`src/ibe_pkg.sv`:
```
// ibe_pkg: constants shared by the i2c master byte engine
// assumes a 32-bit avalon-mm register bus with byte addresses
package ibe_pkg;
   // register byte offsets
   localparam logic [3:0] IBE_OFS_XFER = 4'h0; // xfer_buffer
   localparam logic [3:0] IBE_OFS_CTRL = 4'h4; // control_register_two
   localparam logic [3:0] IBE_OFS_STAT = 4'h8; // port_status_register
   localparam logic [3:0] IBE_OFS_BAUD = 4'hc; // baud_reload_register
   // control_register_two fields
   localparam int IBE_C_RCV = 0; // receive_request_bit
   localparam int IBE_C_ACKSEQ = 1; // ack_sequence_request
   localparam int IBE_C_ACKVAL = 2; // ack_value_bit
   localparam int IBE_C_STOP = 3; // stop_request_bit
   localparam int IBE_C_ACK_STATUS_BIT = 4; // ack_status_bit, read only
   // port_status_register fields
   localparam int IBE_S_BF = 0; // buffer_full_flag, read only
   localparam int IBE_S_WRITE_COLLISION_FLAG = 1; // write_collision_flag, write 1 clears
   localparam int IBE_S_OV = 2; // receive_overflow_flag, write 1 clears
   localparam int IBE_S_EVT = 3; // port_event_flag, write 1 clears
   localparam int IBE_S_STOPSEEN = 4; // stop seen, write 1 clears
   // reset values
   localparam logic [7:0] IBE_BAUD_RST = 8'h09;
   localparam logic [31:0] IBE_UNMAPPED_RD = 32'h0000_0000;
   // engine states
   typedef enum logic [3:0] {
      IBE_IDLE, IBE_TX_LOW, IBE_TX_HIGH, IBE_TA_LOW, IBE_TA_HIGH,
      IBE_RX_LOW, IBE_RX_HIGH, IBE_AK_LOW, IBE_AK_HIGH,
      IBE_SP_SDA, IBE_SP_LOW, IBE_SP_HIGH, IBE_SP_SEEN, IBE_SP_DONE
   } ibe_state_t;
endpackage

```
`src/ibe_engine.sv`:
```
// ibe_engine: byte engine of an i2c master with avalon-mm registers
// assumes open-drain pads outside (oe high pulls the line low) and
// slaves on the bus that acknowledge per the i2c protocol
//
// Operation
// - buffer write sets full flag, starts shifting
// - bit after scl falls, low then high period
// - eighth falling edge clears full, frees sda
// - ninth clock samples sda into ack status
// - after ninth clock: event, halt, scl low
// - address is seven bits plus direction bit
// - write during transmit sets collision, no store
// - receive request honoured only while idle
// - receive toggles scl per rollover, shifts sda
// - eighth receive edge: store, flag, go idle
// - reading buffer in receive clears full flag
// - received byte completing while full sets overflow
// - write during receive sets collision, discarded
// - ack sequence pulls scl, drives ack value
// - ack: period low, period high, then idle
// - write during ack sequence sets collision
// - stop: sda low, count, free scl, free sda
// - stop seen, period later clear and event
// - baud counter reloads from BAUD_W reload bits
// - counter waits while released scl reads low
module ibe_engine
   import ibe_pkg::*;
#(
   parameter int BAUD_W = 8 // width of the baud reload count
)
(
   input wire logic clk_sys, // system clock, 50 mhz
   input wire logic rstn, // synchronous reset, active low
   input wire logic [3:0] address, // avalon byte address
   input wire logic read, // avalon read request
   input wire logic write, // avalon write request
   input wire logic [3:0] byteenable, // avalon byte enables
   input wire logic [31:0] writedata, // avalon write data
   output logic [31:0] readdata, // avalon read data
   output logic waitrequest, // avalon wait, low for one answer cycle
   input wire logic scl_in, // scl line level
   output logic scl_out, // scl output value, always low
   output logic scl_oe, // high pulls scl low
   input wire logic sda_in, // sda line level
   output logic sda_out, // sda output value, always low
   output logic sda_oe // high pulls sda low
);

   if (BAUD_W < 1 || BAUD_W > 8)
   begin : g_chk
      $error("BAUD_W must lie between 1 and 8");
   end

   typedef struct packed {
      ibe_state_t st;
      logic [BAUD_W-1:0] cnt;
      logic [BAUD_W-1:0] baud;
      logic [2:0] bitn;
      logic [7:0] shreg;
      logic [7:0] buf_q;
      logic bf;
      logic write_collision_flag;
      logic ov;
      logic evt;
      logic stop_seen;
      logic ack_stat;
      logic rcv_req;
      logic ack_req;
      logic ack_val;
      logic stop_req;
      logic rx_mode;
      logic [1:0] scl_sy;
      logic [1:0] sda_sy;
      logic scl_oe;
      logic sda_oe;
      logic wait_q;
      logic [31:0] rdata;
   } ibe_regs_t;

   ibe_regs_t s_r;
   ibe_regs_t s_nxt;

   // avalon answer helpers: a request is answered when wait_q is low
   logic acc;
   logic wr_go;
   logic rd_go;
   logic busy;
   logic scl_hi;
   logic sda_hi;
   logic tmo;

   assign acc = (read | write) & ~s_r.wait_q;
   assign wr_go = write & ~s_r.wait_q & byteenable[0];
   assign rd_go = read & ~s_r.wait_q;
   assign busy = (s_r.st != IBE_IDLE);
   assign scl_hi = s_r.scl_sy[1]; // second stage only
   assign sda_hi = s_r.sda_sy[1];
   assign tmo = (s_r.cnt == '0);

   // read mux, used to load read data one edge before the answer
   function automatic logic [31:0] rd_mux(input ibe_regs_t s,
                                          input logic [3:0] a);
      logic [31:0] v;
      v = IBE_UNMAPPED_RD;
      case (a)
         IBE_OFS_XFER: v[7:0] = s.buf_q;
         IBE_OFS_CTRL:
         begin
            v[IBE_C_RCV] = s.rcv_req;
            v[IBE_C_ACKSEQ] = s.ack_req;
            v[IBE_C_ACKVAL] = s.ack_val;
            v[IBE_C_STOP] = s.stop_req;
            v[IBE_C_ACK_STATUS_BIT] = s.ack_stat;
         end
         IBE_OFS_STAT:
         begin
            v[IBE_S_BF] = s.bf;
            v[IBE_S_WRITE_COLLISION_FLAG] = s.write_collision_flag;
            v[IBE_S_OV] = s.ov;
            v[IBE_S_EVT] = s.evt;
            v[IBE_S_STOPSEEN] = s.stop_seen;
         end
         IBE_OFS_BAUD: v[BAUD_W-1:0] = s.baud;
         default: v = IBE_UNMAPPED_RD;
      endcase
      return v;
   endfunction

   // next-state logic: bus side first, engine after so hardware sets win
   always_comb
   begin
      s_nxt = s_r;
      // pin synchronisers
      s_nxt.scl_sy = {s_r.scl_sy[0], scl_in};
      s_nxt.sda_sy = {s_r.sda_sy[0], sda_in};

      // bus handshake: one wait cycle, then one answer cycle
      if (acc)
         s_nxt.wait_q = 1'b1;
      else if (read | write)
      begin
         s_nxt.wait_q = 1'b0;
         s_nxt.rdata = rd_mux(s_r, address);
      end

      // read side effect on the buffer
      if (rd_go && address == IBE_OFS_XFER && s_r.rx_mode)
         s_nxt.bf = 1'b0;

      // register writes
      if (wr_go)
      begin
         case (address)
            IBE_OFS_XFER:
            begin
               if (busy)
                  s_nxt.write_collision_flag = 1'b1;
               else
               begin
                  // load shifter, first bit follows in the low phase
                  s_nxt.buf_q = writedata[7:0];
                  s_nxt.shreg = writedata[7:0];
                  s_nxt.bf = 1'b1;
                  s_nxt.rx_mode = 1'b0;
                  s_nxt.bitn = '0;
                  s_nxt.cnt = s_r.baud;
                  s_nxt.scl_oe = 1'b1;
                  s_nxt.st = IBE_TX_LOW;
               end
            end
            IBE_OFS_CTRL:
            begin
               s_nxt.ack_val = writedata[IBE_C_ACKVAL];
               if (!busy)
               begin
                  if (writedata[IBE_C_STOP])
                  begin
                     // pull sda low with scl held low
                     s_nxt.stop_req = 1'b1;
                     s_nxt.scl_oe = 1'b1;
                     s_nxt.sda_oe = 1'b1;
                     s_nxt.st = IBE_SP_SDA;
                  end
                  else if (writedata[IBE_C_ACKSEQ])
                  begin
                     // scl low, ack value onto sda
                     s_nxt.ack_req = 1'b1;
                     s_nxt.scl_oe = 1'b1;
                     s_nxt.sda_oe = ~writedata[IBE_C_ACKVAL];
                     s_nxt.cnt = s_r.baud;
                     s_nxt.st = IBE_AK_LOW;
                  end
                  else if (writedata[IBE_C_RCV])
                  begin
                     // reception only from idle, else dropped
                     s_nxt.rcv_req = 1'b1;
                     s_nxt.scl_oe = 1'b1;
                     s_nxt.sda_oe = 1'b0;
                     s_nxt.bitn = '0;
                     s_nxt.cnt = s_r.baud;
                     s_nxt.st = IBE_RX_LOW;
                  end
               end
            end
            IBE_OFS_STAT:
            begin
               // write one to clear; software clears collision
               if (writedata[IBE_S_WRITE_COLLISION_FLAG])
                  s_nxt.write_collision_flag = 1'b0;
               if (writedata[IBE_S_OV])
                  s_nxt.ov = 1'b0;
               if (writedata[IBE_S_EVT])
                  s_nxt.evt = 1'b0;
               if (writedata[IBE_S_STOPSEEN])
                  s_nxt.stop_seen = 1'b0;
            end
            IBE_OFS_BAUD: s_nxt.baud = writedata[BAUD_W-1:0];
            default: s_nxt.baud = s_r.baud;
         endcase
      end

      // engine
      case (s_r.st)
         IBE_IDLE: ; // keeps the count a bus request just loaded
         // scl held low one period with the bit on sda
         IBE_TX_LOW, IBE_RX_LOW, IBE_TA_LOW, IBE_AK_LOW:
         begin
            // sda moves a cycle after scl falls, never together with it
            if (s_r.st == IBE_TX_LOW)
               s_nxt.sda_oe = ~s_r.shreg[7]; // msb first
            else if (s_r.st == IBE_TA_LOW)
               s_nxt.sda_oe = 1'b0; // free sda for the ack
            // scl is released only once sda has settled
            if (tmo && s_nxt.sda_oe == s_r.sda_oe)
            begin
               s_nxt.scl_oe = 1'b0; // release scl
               s_nxt.cnt = s_r.baud;
               case (s_r.st)
                  IBE_TX_LOW: s_nxt.st = IBE_TX_HIGH;
                  IBE_RX_LOW: s_nxt.st = IBE_RX_HIGH;
                  IBE_TA_LOW: s_nxt.st = IBE_TA_HIGH;
                  default: s_nxt.st = IBE_AK_HIGH;
               endcase
            end
            else if (!tmo)
               s_nxt.cnt = s_r.cnt - 1'b1;
         end
         // high phases: counter reloaded until scl reads high
         IBE_TX_HIGH, IBE_RX_HIGH, IBE_TA_HIGH, IBE_AK_HIGH:
         begin
            if (!scl_hi)
               s_nxt.cnt = s_r.baud; // stretched by a slave
            else if (!tmo)
               s_nxt.cnt = s_r.cnt - 1'b1;
            else
            begin
               s_nxt.scl_oe = 1'b1; // falling edge of scl
               s_nxt.cnt = s_r.baud;
               case (s_r.st)
                  IBE_TX_HIGH:
                  begin
                     if (s_r.bitn == 3'h7)
                     begin
                        s_nxt.bf = 1'b0;
                        s_nxt.st = IBE_TA_LOW;
                     end
                     else
                     begin
                        // next of the eight byte bits, msb first
                        s_nxt.bitn = s_r.bitn + 1'b1;
                        s_nxt.shreg = {s_r.shreg[6:0], 1'b0};
                        s_nxt.st = IBE_TX_LOW;
                     end
                  end
                  IBE_TA_HIGH:
                  begin
                     s_nxt.ack_stat = sda_hi;
                     s_nxt.evt = 1'b1;
                     s_nxt.st = IBE_IDLE; // scl low, sda free
                  end
                  IBE_RX_HIGH:
                  begin
                     s_nxt.shreg = {s_r.shreg[6:0], sda_hi};
                     if (s_r.bitn == 3'h7)
                     begin
                        s_nxt.rcv_req = 1'b0;
                        s_nxt.buf_q = {s_r.shreg[6:0], sda_hi};
                        if (s_r.bf)
                           s_nxt.ov = 1'b1;
                        s_nxt.bf = 1'b1;
                        s_nxt.rx_mode = 1'b1;
                        s_nxt.evt = 1'b1;
                        s_nxt.st = IBE_IDLE;
                     end
                     else
                     begin
                        s_nxt.bitn = s_r.bitn + 1'b1;
                        s_nxt.st = IBE_RX_LOW;
                     end
                  end
                  default:
                  begin
                     s_nxt.ack_req = 1'b0;
                     s_nxt.st = IBE_IDLE;
                  end
               endcase
            end
         end
         // stop: wait for sda low, then one period with scl low
         IBE_SP_SDA:
         begin
            s_nxt.cnt = s_r.baud;
            if (!sda_hi)
               s_nxt.st = IBE_SP_LOW;
         end
         IBE_SP_LOW:
         begin
            if (tmo)
            begin
               s_nxt.scl_oe = 1'b0;
               s_nxt.cnt = s_r.baud;
               s_nxt.st = IBE_SP_HIGH;
            end
            else
               s_nxt.cnt = s_r.cnt - 1'b1;
         end
         IBE_SP_HIGH:
         begin
            if (!scl_hi)
               s_nxt.cnt = s_r.baud;
            else if (!tmo)
               s_nxt.cnt = s_r.cnt - 1'b1;
            else
            begin
               s_nxt.sda_oe = 1'b0;
               s_nxt.st = IBE_SP_SEEN;
            end
         end
         IBE_SP_SEEN:
         begin
            s_nxt.cnt = s_r.baud;
            if (sda_hi && scl_hi)
            begin
               s_nxt.stop_seen = 1'b1;
               s_nxt.st = IBE_SP_DONE;
            end
         end
         IBE_SP_DONE:
         begin
            if (tmo)
            begin
               s_nxt.stop_req = 1'b0;
               s_nxt.evt = 1'b1;
               s_nxt.st = IBE_IDLE;
            end
            else
               s_nxt.cnt = s_r.cnt - 1'b1;
         end
         default: s_nxt.st = IBE_IDLE;
      endcase

      // synchronous reset
      if (!rstn)
      begin
         s_nxt = '0;
         s_nxt.st = IBE_IDLE;
         s_nxt.baud = IBE_BAUD_RST[BAUD_W-1:0];
         s_nxt.cnt = IBE_BAUD_RST[BAUD_W-1:0];
         s_nxt.scl_sy = 2'h3;
         s_nxt.sda_sy = 2'h3;
         s_nxt.wait_q = 1'b1;
      end
   end

   // state register
   always_ff @(posedge clk_sys)
   begin
      s_r <= s_nxt;
   end

   // outputs straight from the state register, lines only pulled low
   assign readdata = s_r.rdata;
   assign waitrequest = s_r.wait_q;
   assign scl_oe = s_r.scl_oe;
   assign sda_oe = s_r.sda_oe;
   assign scl_out = 1'b0;
   assign sda_out = 1'b0;

endmodule

```
`config.mk`:
```
export PLATFORM = sky130hd
export DESIGN_NAME = ibe_engine
export DESIGN_NICKNAME = d
export VERILOG_FILES = /design/src/ibe_pkg.sv /design/src/ibe_engine.sv
export SDC_FILE = /design/constraint.sdc
export NUM_CORES = 1
export LEC_CHECK = 0
export BUFFER_PORTS_ARGS = -buffer_cell sky130_fd_sc_hd__buf_2
export CAP_MARGIN = 5
export CORE_MARGIN = 4
export CORE_UTILIZATION = 40
export DETAILED_ROUTE_END_ITERATION = 8
export MAX_ROUTING_LAYER = met4
export PLACE_DENSITY = 0.69
export SETUP_SLACK_MARGIN = 0.05
export SYNTH_ARGS = -nofsm -noshare
export SYNTH_HDL_FRONTEND = slang
export SYNTH_SLANG_ARGS = --single-unit
```
`constraint.sdc`:
```
create_clock -name clk_sys -period 3.1 [get_ports clk_sys]
set_input_delay 0.31 -clock clk_sys [delete_from_list [all_inputs] [get_ports clk_sys]]
set_output_delay 0.31 -clock clk_sys [all_outputs]
set_load 0.005 [all_outputs]
```
==> results of run 1 <==
==> flip-flops by register name, indices dropped and copies added (netlist names) <==
signal,flops
readdata,8
s_r,54
waitrequest,1
scl_oe,1
sda_oe,1
==> power breakdown <==
| group | internal [W] | leakage [nW] | switching, W |
|---|---|---|---|
| clock network | 0.000297 | 0.0827 | 0.000372 |
| registers | 0.000849 | 0.527 | 0.0000125 |
| logic | 0.0000488 | 1.14 | 0.0000946 |
| total | 0.00119 | 1.75 | 0.000479 |
==> path summary, 6_finish.rpt <==
path,startpoint,to,slack (ns)
max reg2reg,s_r[77]$_SDFF_PN1_,s_r[79]$_SDFF_PN0_,0.36
max,s_r[77]$_SDFF_PN1_,s_r[79]$_SDFF_PN0_,0.36
min reg2reg,s_r[37]$_SDFF_PN1_,s_r[38]$_SDFF_PN1_,0.41
min,scl_in,s_r[37]$_SDFF_PN1_,0.15
==> timing repair <==
action	4_1_cts	5_1_grt
buffers inserted	0	0
setup endpoints to repair	0	1
hold buffers	0	0
gates resized for setup	0	1
==> stage by stage <==
stage / instances / total power [W]
floorplan: 593 / 0.0009981
global placement: 715 / 0.001017
detailed placement: 715 / 0.001021
CTS: 731 / 0.001682
global route: 731 / 0.001748
finish: 731 / 0.001674
==> area by class of cell <==
cell class / instances / area [um^2]
fillers: 1052 / 5692
flip-flops and latches: 65 / 1301
clock inverters: 7 / 53.80
clock buffers: 9 / 123.9
well taps: 136 / 170.2
repair buffers: 60 / 377.9
multi-input cells: 441 / 2556
inverters: 13 / 48.80
==> cell usage in the layout, fill, tap and decap left out, drive strengths merged, types with 3 or more instances in the layout <==
cell / instances
nand2: 65
dfxtp: 65
nor2: 64
buf: 60
a21oi: 37
o21ai: 32
conb: 26
nand3: 25
a311oi: 17
inv: 16
nand2b: 13
nor3: 12
a211oi: 11
mux2i: 10
nor4: 10
clkbuf: 9
a221oi: 8
a31oi: 8
a22oi: 8
o22ai: 7
or3: 5
nor2b: 5
o2111ai: 4
o211ai: 4
nand4: 4
and3: 4
ha: 4
o21a: 3
nor3b: 3
xnor2: 3
o31ai: 3
or3b: 3
or2: 3
a21o: 3
clkinvlp: 3
and2: 3
a2111oi: 3
==> metal layers <==
metal / global-route usage, % / vias to the layer above / wire, um
li1: - / 2068 / -
met1: 29.70 / 2021 / 5822
met2: 30.95 / 276 / 5681
met3: 3.221 / 28 / 1155
met4: 6.650 / 0 / 327
met5: - / - / 0
==> kinds of logic (layout without fill, tap and decap cells) <==
| kind of cell | Yosys count | in the layout |
|---|---|---|
| buf+inv | 87 | 89 |
| flops | 65 | 65 |
| fa+ha+maj | 4 | 4 |
| xor+xnor | 5 | 5 |
| mux | 10 | 10 |
| simple gates | 228 | 228 |
| compound gates | 168 | 168 |
| other cells | 1 | 26 |
==> worst max-delay path, delay by kind of cell, from the launching register on <==
| family | cells | cell delay, ns |
|---|---|---|
| DFF | 1 | 0.36 |
| AOI/OAI and AO/OA | 4 | 1.04 |
| adders and majority gates | 1 | 0.22 |
| buffers and inverters | 2 | 0.34 |
| and+or+nand+nor | 2 | 0.62 |
==> results.py, run 1 <==
metrics = {
    "layout": {
        "fin_area_mm2": 0.004632,
        "drive_above_1_share_pct": 15.29,
        "layout.nets": 640,
        "antenna_cells": 0,
        "final_core_util_pct": 44.87,
        "synthToLayoutAreaGrowth_pct": 9.721,
    },
    "clock_tree": {
        "clockBufferDepth": 2,
        "cts_buffers": 9,
        "path_clk_slew_ns": 0.08,
        "clock-root-buffer": "clkbuf_8",
        "cts.sinks": 65,
        "htree_levels": 3,
        "cts_tree": "yes",
        "clk_latency_ns": 0.35,
    },
    "logic_synthesis": {
        "synth_warnings": 0,
        "synthCells": 568,
        "yosysTopAreaCellShare_pct": 30.82,
        "synth_ff_type": "dfxtp_1",
        "synthDistinctLibCells": 68,
        "syn_area_mm2": 0.004222,
        "synthSimpleGateAreaFrac_pct": 26.29,
        "synth_edf_count": 0,
        "synth_top_family_by_area": "compound AO/OA/AOI/OAI gates",
        "synth_mux_area_share_pct": 2.371,
        "netlist_top_cells_area": "dfxtp_1 31%, buf_4 6.0%, nand2_1 5.8%",
        "synth-compound-area-share_pct": 27.33,
        "synthTopCellsByCount": "65 x dfxtp_1, 65 x nand2_1, 63 x nor2_1, 37 x a21oi_1, 34 x buf_4",
        "syn_avg_cell_area_um2": 7.432,
        "synth_adder_area_share_pct": 1.186,
        "synth-seq-cells": 65,
        "ys_seq_area_share_pct": 30.82,
        "synth-xor-area-share_pct": 1.037,
        "async_reset_ff_share_pct": 0,
        "synth_top_area_cell": "dfxtp_1",
    },
    "timing": {
        "fin_setup_tns_ns": 0,
        "setup_ws_ns": 0.3597,
        "setup_viol": 0,
        "slew_viol_final": 0,
        "hold_violations": 0,
        "finalCritPeriodShare_pct": 88.40,
        "relSlewSlack_pct": 19.49,
        "whs_ns": 0.1509,
        "worst_slew_pin_slew_ns": 1.206,
        "fin_skew_ns": 0.01523,
        "rsz0062_at_grt": "false",
        "fin_crit_ns": 2.740,
        "fmax_mhz": 364.9,
    },
    "placed_design": {
        "dpl_cell_area_mm2": 0.004453,
        "pre_cts_slack_ns": 0.3700,
        "dp_hpwl_um": 9419,
        "portBuffers": 29,
        "gp_congestion": 0.9482,
    },
    "power": {
        "powerDensity_mw_per_mm2": 361.5,
        "ir_worst_vdd_mv": 0.2059,
        "leakagePower_nw": 1.753,
    },
    "global_routing": {
        "grt_pass1_wl_um": 20710,
        "antenna_found_initial": 0,
        "grt.total_usage_pct": 21.05,
        "grt_max_degree": 35,
        "overflow": 0,
        "grt_pass1_vias": 3932,
    },
    "min_path": {
        "min_path_type": "input pin to register",
        "worstHoldPathCells": 2,
    },
    "run": {
        "cap_viol_max_count": 0,
    },
    "worst_setup_path": {
        "critical_path_arrival_ns": 2.91,
        "crit_path_end_kind": "register",
        "critPathRequiredTime_ns": 3.27,
        "slowest_stage": "nor3b_1",
        "start_kind": "register",
        "r2r.worst_path.cells": 9,
        "cp_max_fo": 16,
        "critPathKind": "register to register",
        "path_cells": "inv_1 -> ha_1 -> nor3b_1 -> nand2_1 -> buf_4 -> o21ai_0 -> o22ai_1 -> a221oi_1 -> a211oi_1",
        "crit_path_max_incr_delay_ns": 0.45,
    },
    "detailed_routing": {
        "wirelength_um": 12990,
        "detail_route.first_pass.iterations": 5,
        "via_per_inst": 6.010,
        "first_iter_violations": 520,
        "routedWlPerCell_um": 17.76,
        "drc_errors": 0,
        "dr_total_vias": 4393,
        "final_antenna_net_count": 0,
    },
    "die": {
        "rows": 37,
        "die_w_um": 110.7,
        "dieArea_mm2": 0.01226,
        "die_h_um": 110.7,
        "io_pins": 83,
        "core_area_mm2": 0.01032,
        "start_util_pct": 40.89,
    },
    "outcome": {
        "status": "completed",
    },
}
(Power assumes the default switching activity.)
==> run 2, diff against run 1 <==
Settings changed: CELL_PAD_IN_SITES_DETAIL_PLACEMENT from default to 0, CELL_PAD_IN_SITES_GLOBAL_PLACEMENT from default to 1, PLACE_DENSITY 0.69 to 0.88, RECOVER_POWER from default to 50.
==> run 2 against run 1 <==
Critical endpoint is now s_r[87]$_SDFF_PN0_. First-iteration DRC count shrank 6.3%. Fmax grew 2.1%. Largest cell class unchanged. Sequential power is essentially flat. Worst hold slack lost 0.019 ns. Flip-flop and latch count is the same. Cell area shrank 0.81%. Power grew 5.1%. Wire length shrank 1.4%.
==> results.py, run 2 (synthesis results as in run 1) <==
metrics = {
    "outcome": {
        "status": "completed",
    },
    "die": {
        "io_pins": 83,
        "rows": 37,
        "core_area_mm2": 0.01032,
        "die_h_um": 110.7,
        "start_util_pct": 40.89,
        "die_w_um": 110.7,
        "dieArea_mm2": 0.01226,
    },
    "worst_setup_path": {
        "start_kind": "register",
        "cp_max_fo": 6,
        "slowest_stage": "a2111oi_0",
        "crit_buf_inv": 1,
        "crit_path_max_incr_delay_ns": 0.55,
        "critPathKind": "register to register",
        "crit_path_end_kind": "register",
        "path_cells": "inv_1 -> ha_1 -> nor3b_1 -> nand2_1 -> a2111oi_0 -> nor2_1 -> o31ai_1 -> a21oi_1",
        "cp_top_family": "compound AO/OA/AOI/OAI gates",
        "critPathRequiredTime_ns": 3.33,
        "critical_path_arrival_ns": 2.92,
    },
    "clock_tree": {
        "clk_latency_ns": 0.35,
        "clockBufferDepth": 2,
        "cts_buffers": 9,
        "htree_levels": 3,
        "post_cts_buffers": 0,
        "cts_tree": "yes",
        "cts.repair.resized": 0,
        "clock-root-buffer": "clkbuf_8",
        "path_clk_slew_ns": 0.08,
        "cts.sinks": 65,
        "cts_hold_buf": 0,
    },
    "timing": {
        "fin_setup_tns_ns": 0,
        "slew_viol_final": 0,
        "fmax_mhz": 372.4,
        "hold_violations": 0,
        "finalCritPeriodShare_pct": 86.62,
        "relSlewSlack_pct": 31.32,
        "fin_skew_ns": 0.009595,
        "whs_ns": 0.1322,
        "setup_viol": 0,
        "fin_crit_ns": 2.685,
        "worst_slew_pin_slew_ns": 1.030,
        "rsz0062_at_grt": "false",
    },
    "power": {
        "finalPower_w": 0.001760,
        "powerDensity_mw_per_mm2": 383.1,
        "leakagePower_nw": 1.711,
        "ir_worst_vdd_mv": 0.2052,
    },
    "min_path": {
        "min_path_type": "input pin to register",
    },
    "placed_design": {
        "dp_hpwl_um": 9303,
        "portBuffers": 29,
        "gp_congestion": 0.9530,
        "placedCellCount": 710,
    },
    "run": {
        "cap_viol_max_count": 0,
    },
    "global_routing": {
        "grt_pass1_vias": 3953,
        "grt_pass1_wl_um": 20730,
        "overflow": 0,
        "antenna_found_initial": 0,
        "grt_max_degree": 42,
        "grt.total_usage_pct": 21.07,
    },
    "detailed_routing": {
        "routedWlPerCell_um": 17.64,
        "wirelength_um": 12810,
        "dr_total_vias": 4289,
        "first_iter_violations": 487,
        "drc_errors": 0,
        "final_antenna_net_count": 0,
        "via_per_inst": 5.908,
        "detail_route.first_pass.iterations": 5,
    },
    "layout": {
        "antenna_cells": 0,
        "final_cell_count_no_fill": 726,
        "most-common-layout-cells": "65 x nand2_1, 65 x dfxtp_1, 64 x nor2_1",
        "area.sequential_mm2": 0.001301,
        "largest-register": "s_r",
        "synthToLayoutAreaGrowth_pct": 8.832,
        "largest_reg_flops": 54,
        "multiInputGateArea_mm2": 0.002552,
        "layout.nets": 635,
        "fillerInstances": 1074,
        "drive_above_1_share_pct": 12.71,
    },
}
run 2: where the power goes:
part | switching [W] | internal (W) | total [W]
Combinational | 0.0000924 | 0.0000443 | 0.000137
Sequential | 0.0000122 | 0.000849 | 0.000861
Clock | 0.000384 | 0.000378 | 0.000762
run 2: layer usage:
layer | up-vias | GRT usage (%) | wire [um] | part of all wire [%]
met5 | - | - | 0 | 0
met4 | 0 | 6.486 | 302 | 2.4
met3 | 22 | 2.456 | 1037 | 8.1
met2 | 203 | 32.08 | 5703 | 45
met1 | 2007 | 29.34 | 5763 | 45
li1 | 2057 | - | - | -
run 2: worst register-to-register path: stages, from the launching register on:
cell and delay (ns):
dfxtp_1 0.36, inv_1 0.12, ha_1 0.23, nor3b_1 0.43, nand2_1 0.22, a2111oi_0 0.55
nor2_1 0.27, o31ai_1 0.30, a21oi_1 0.10
run 2: metrics by stage:
| stage | utilization (%) | worst slack [ns] | instance area, um^2 |
|---|---|---|---|
| finish | 44.50 | 0.4149 | 4594 |
| global route | 44.50 | 0.1806 | 4594 |
| CTS | 44.72 | 0.4569 | 4617 |
| detailed placement | 42.77 | 0.4794 | 4415 |
| global placement | 42.77 | 0.5457 | 4415 |
| floorplan | - | 0.8433 | 4315 |
run 2: layout make-up:
type | instances | area share (%)
inverter | 13 | 1.062
tap | 136 | 3.704
clock inverter | 7 | 1.688
timing repair buffer | 55 | 6.972
clock buffer | 9 | 2.696
multi-input combinational | 441 | 55.56
sequential | 65 | 28.32
run 2: worst paths after layout:
path	depth (start not counted)	from	slack [ns]	end
min reg2reg	1	s_r[35]$_SDFF_PN1_	0.41	s_r[36]$_SDFF_PN1_
max reg2reg	8	s_r[77]$_SDFF_PN1_	0.41	s_r[87]$_SDFF_PN0_
max	8	s_r[77]$_SDFF_PN1_	0.41	s_r[87]$_SDFF_PN0_
min	2	sda_in	0.13	s_r[35]$_SDFF_PN1_
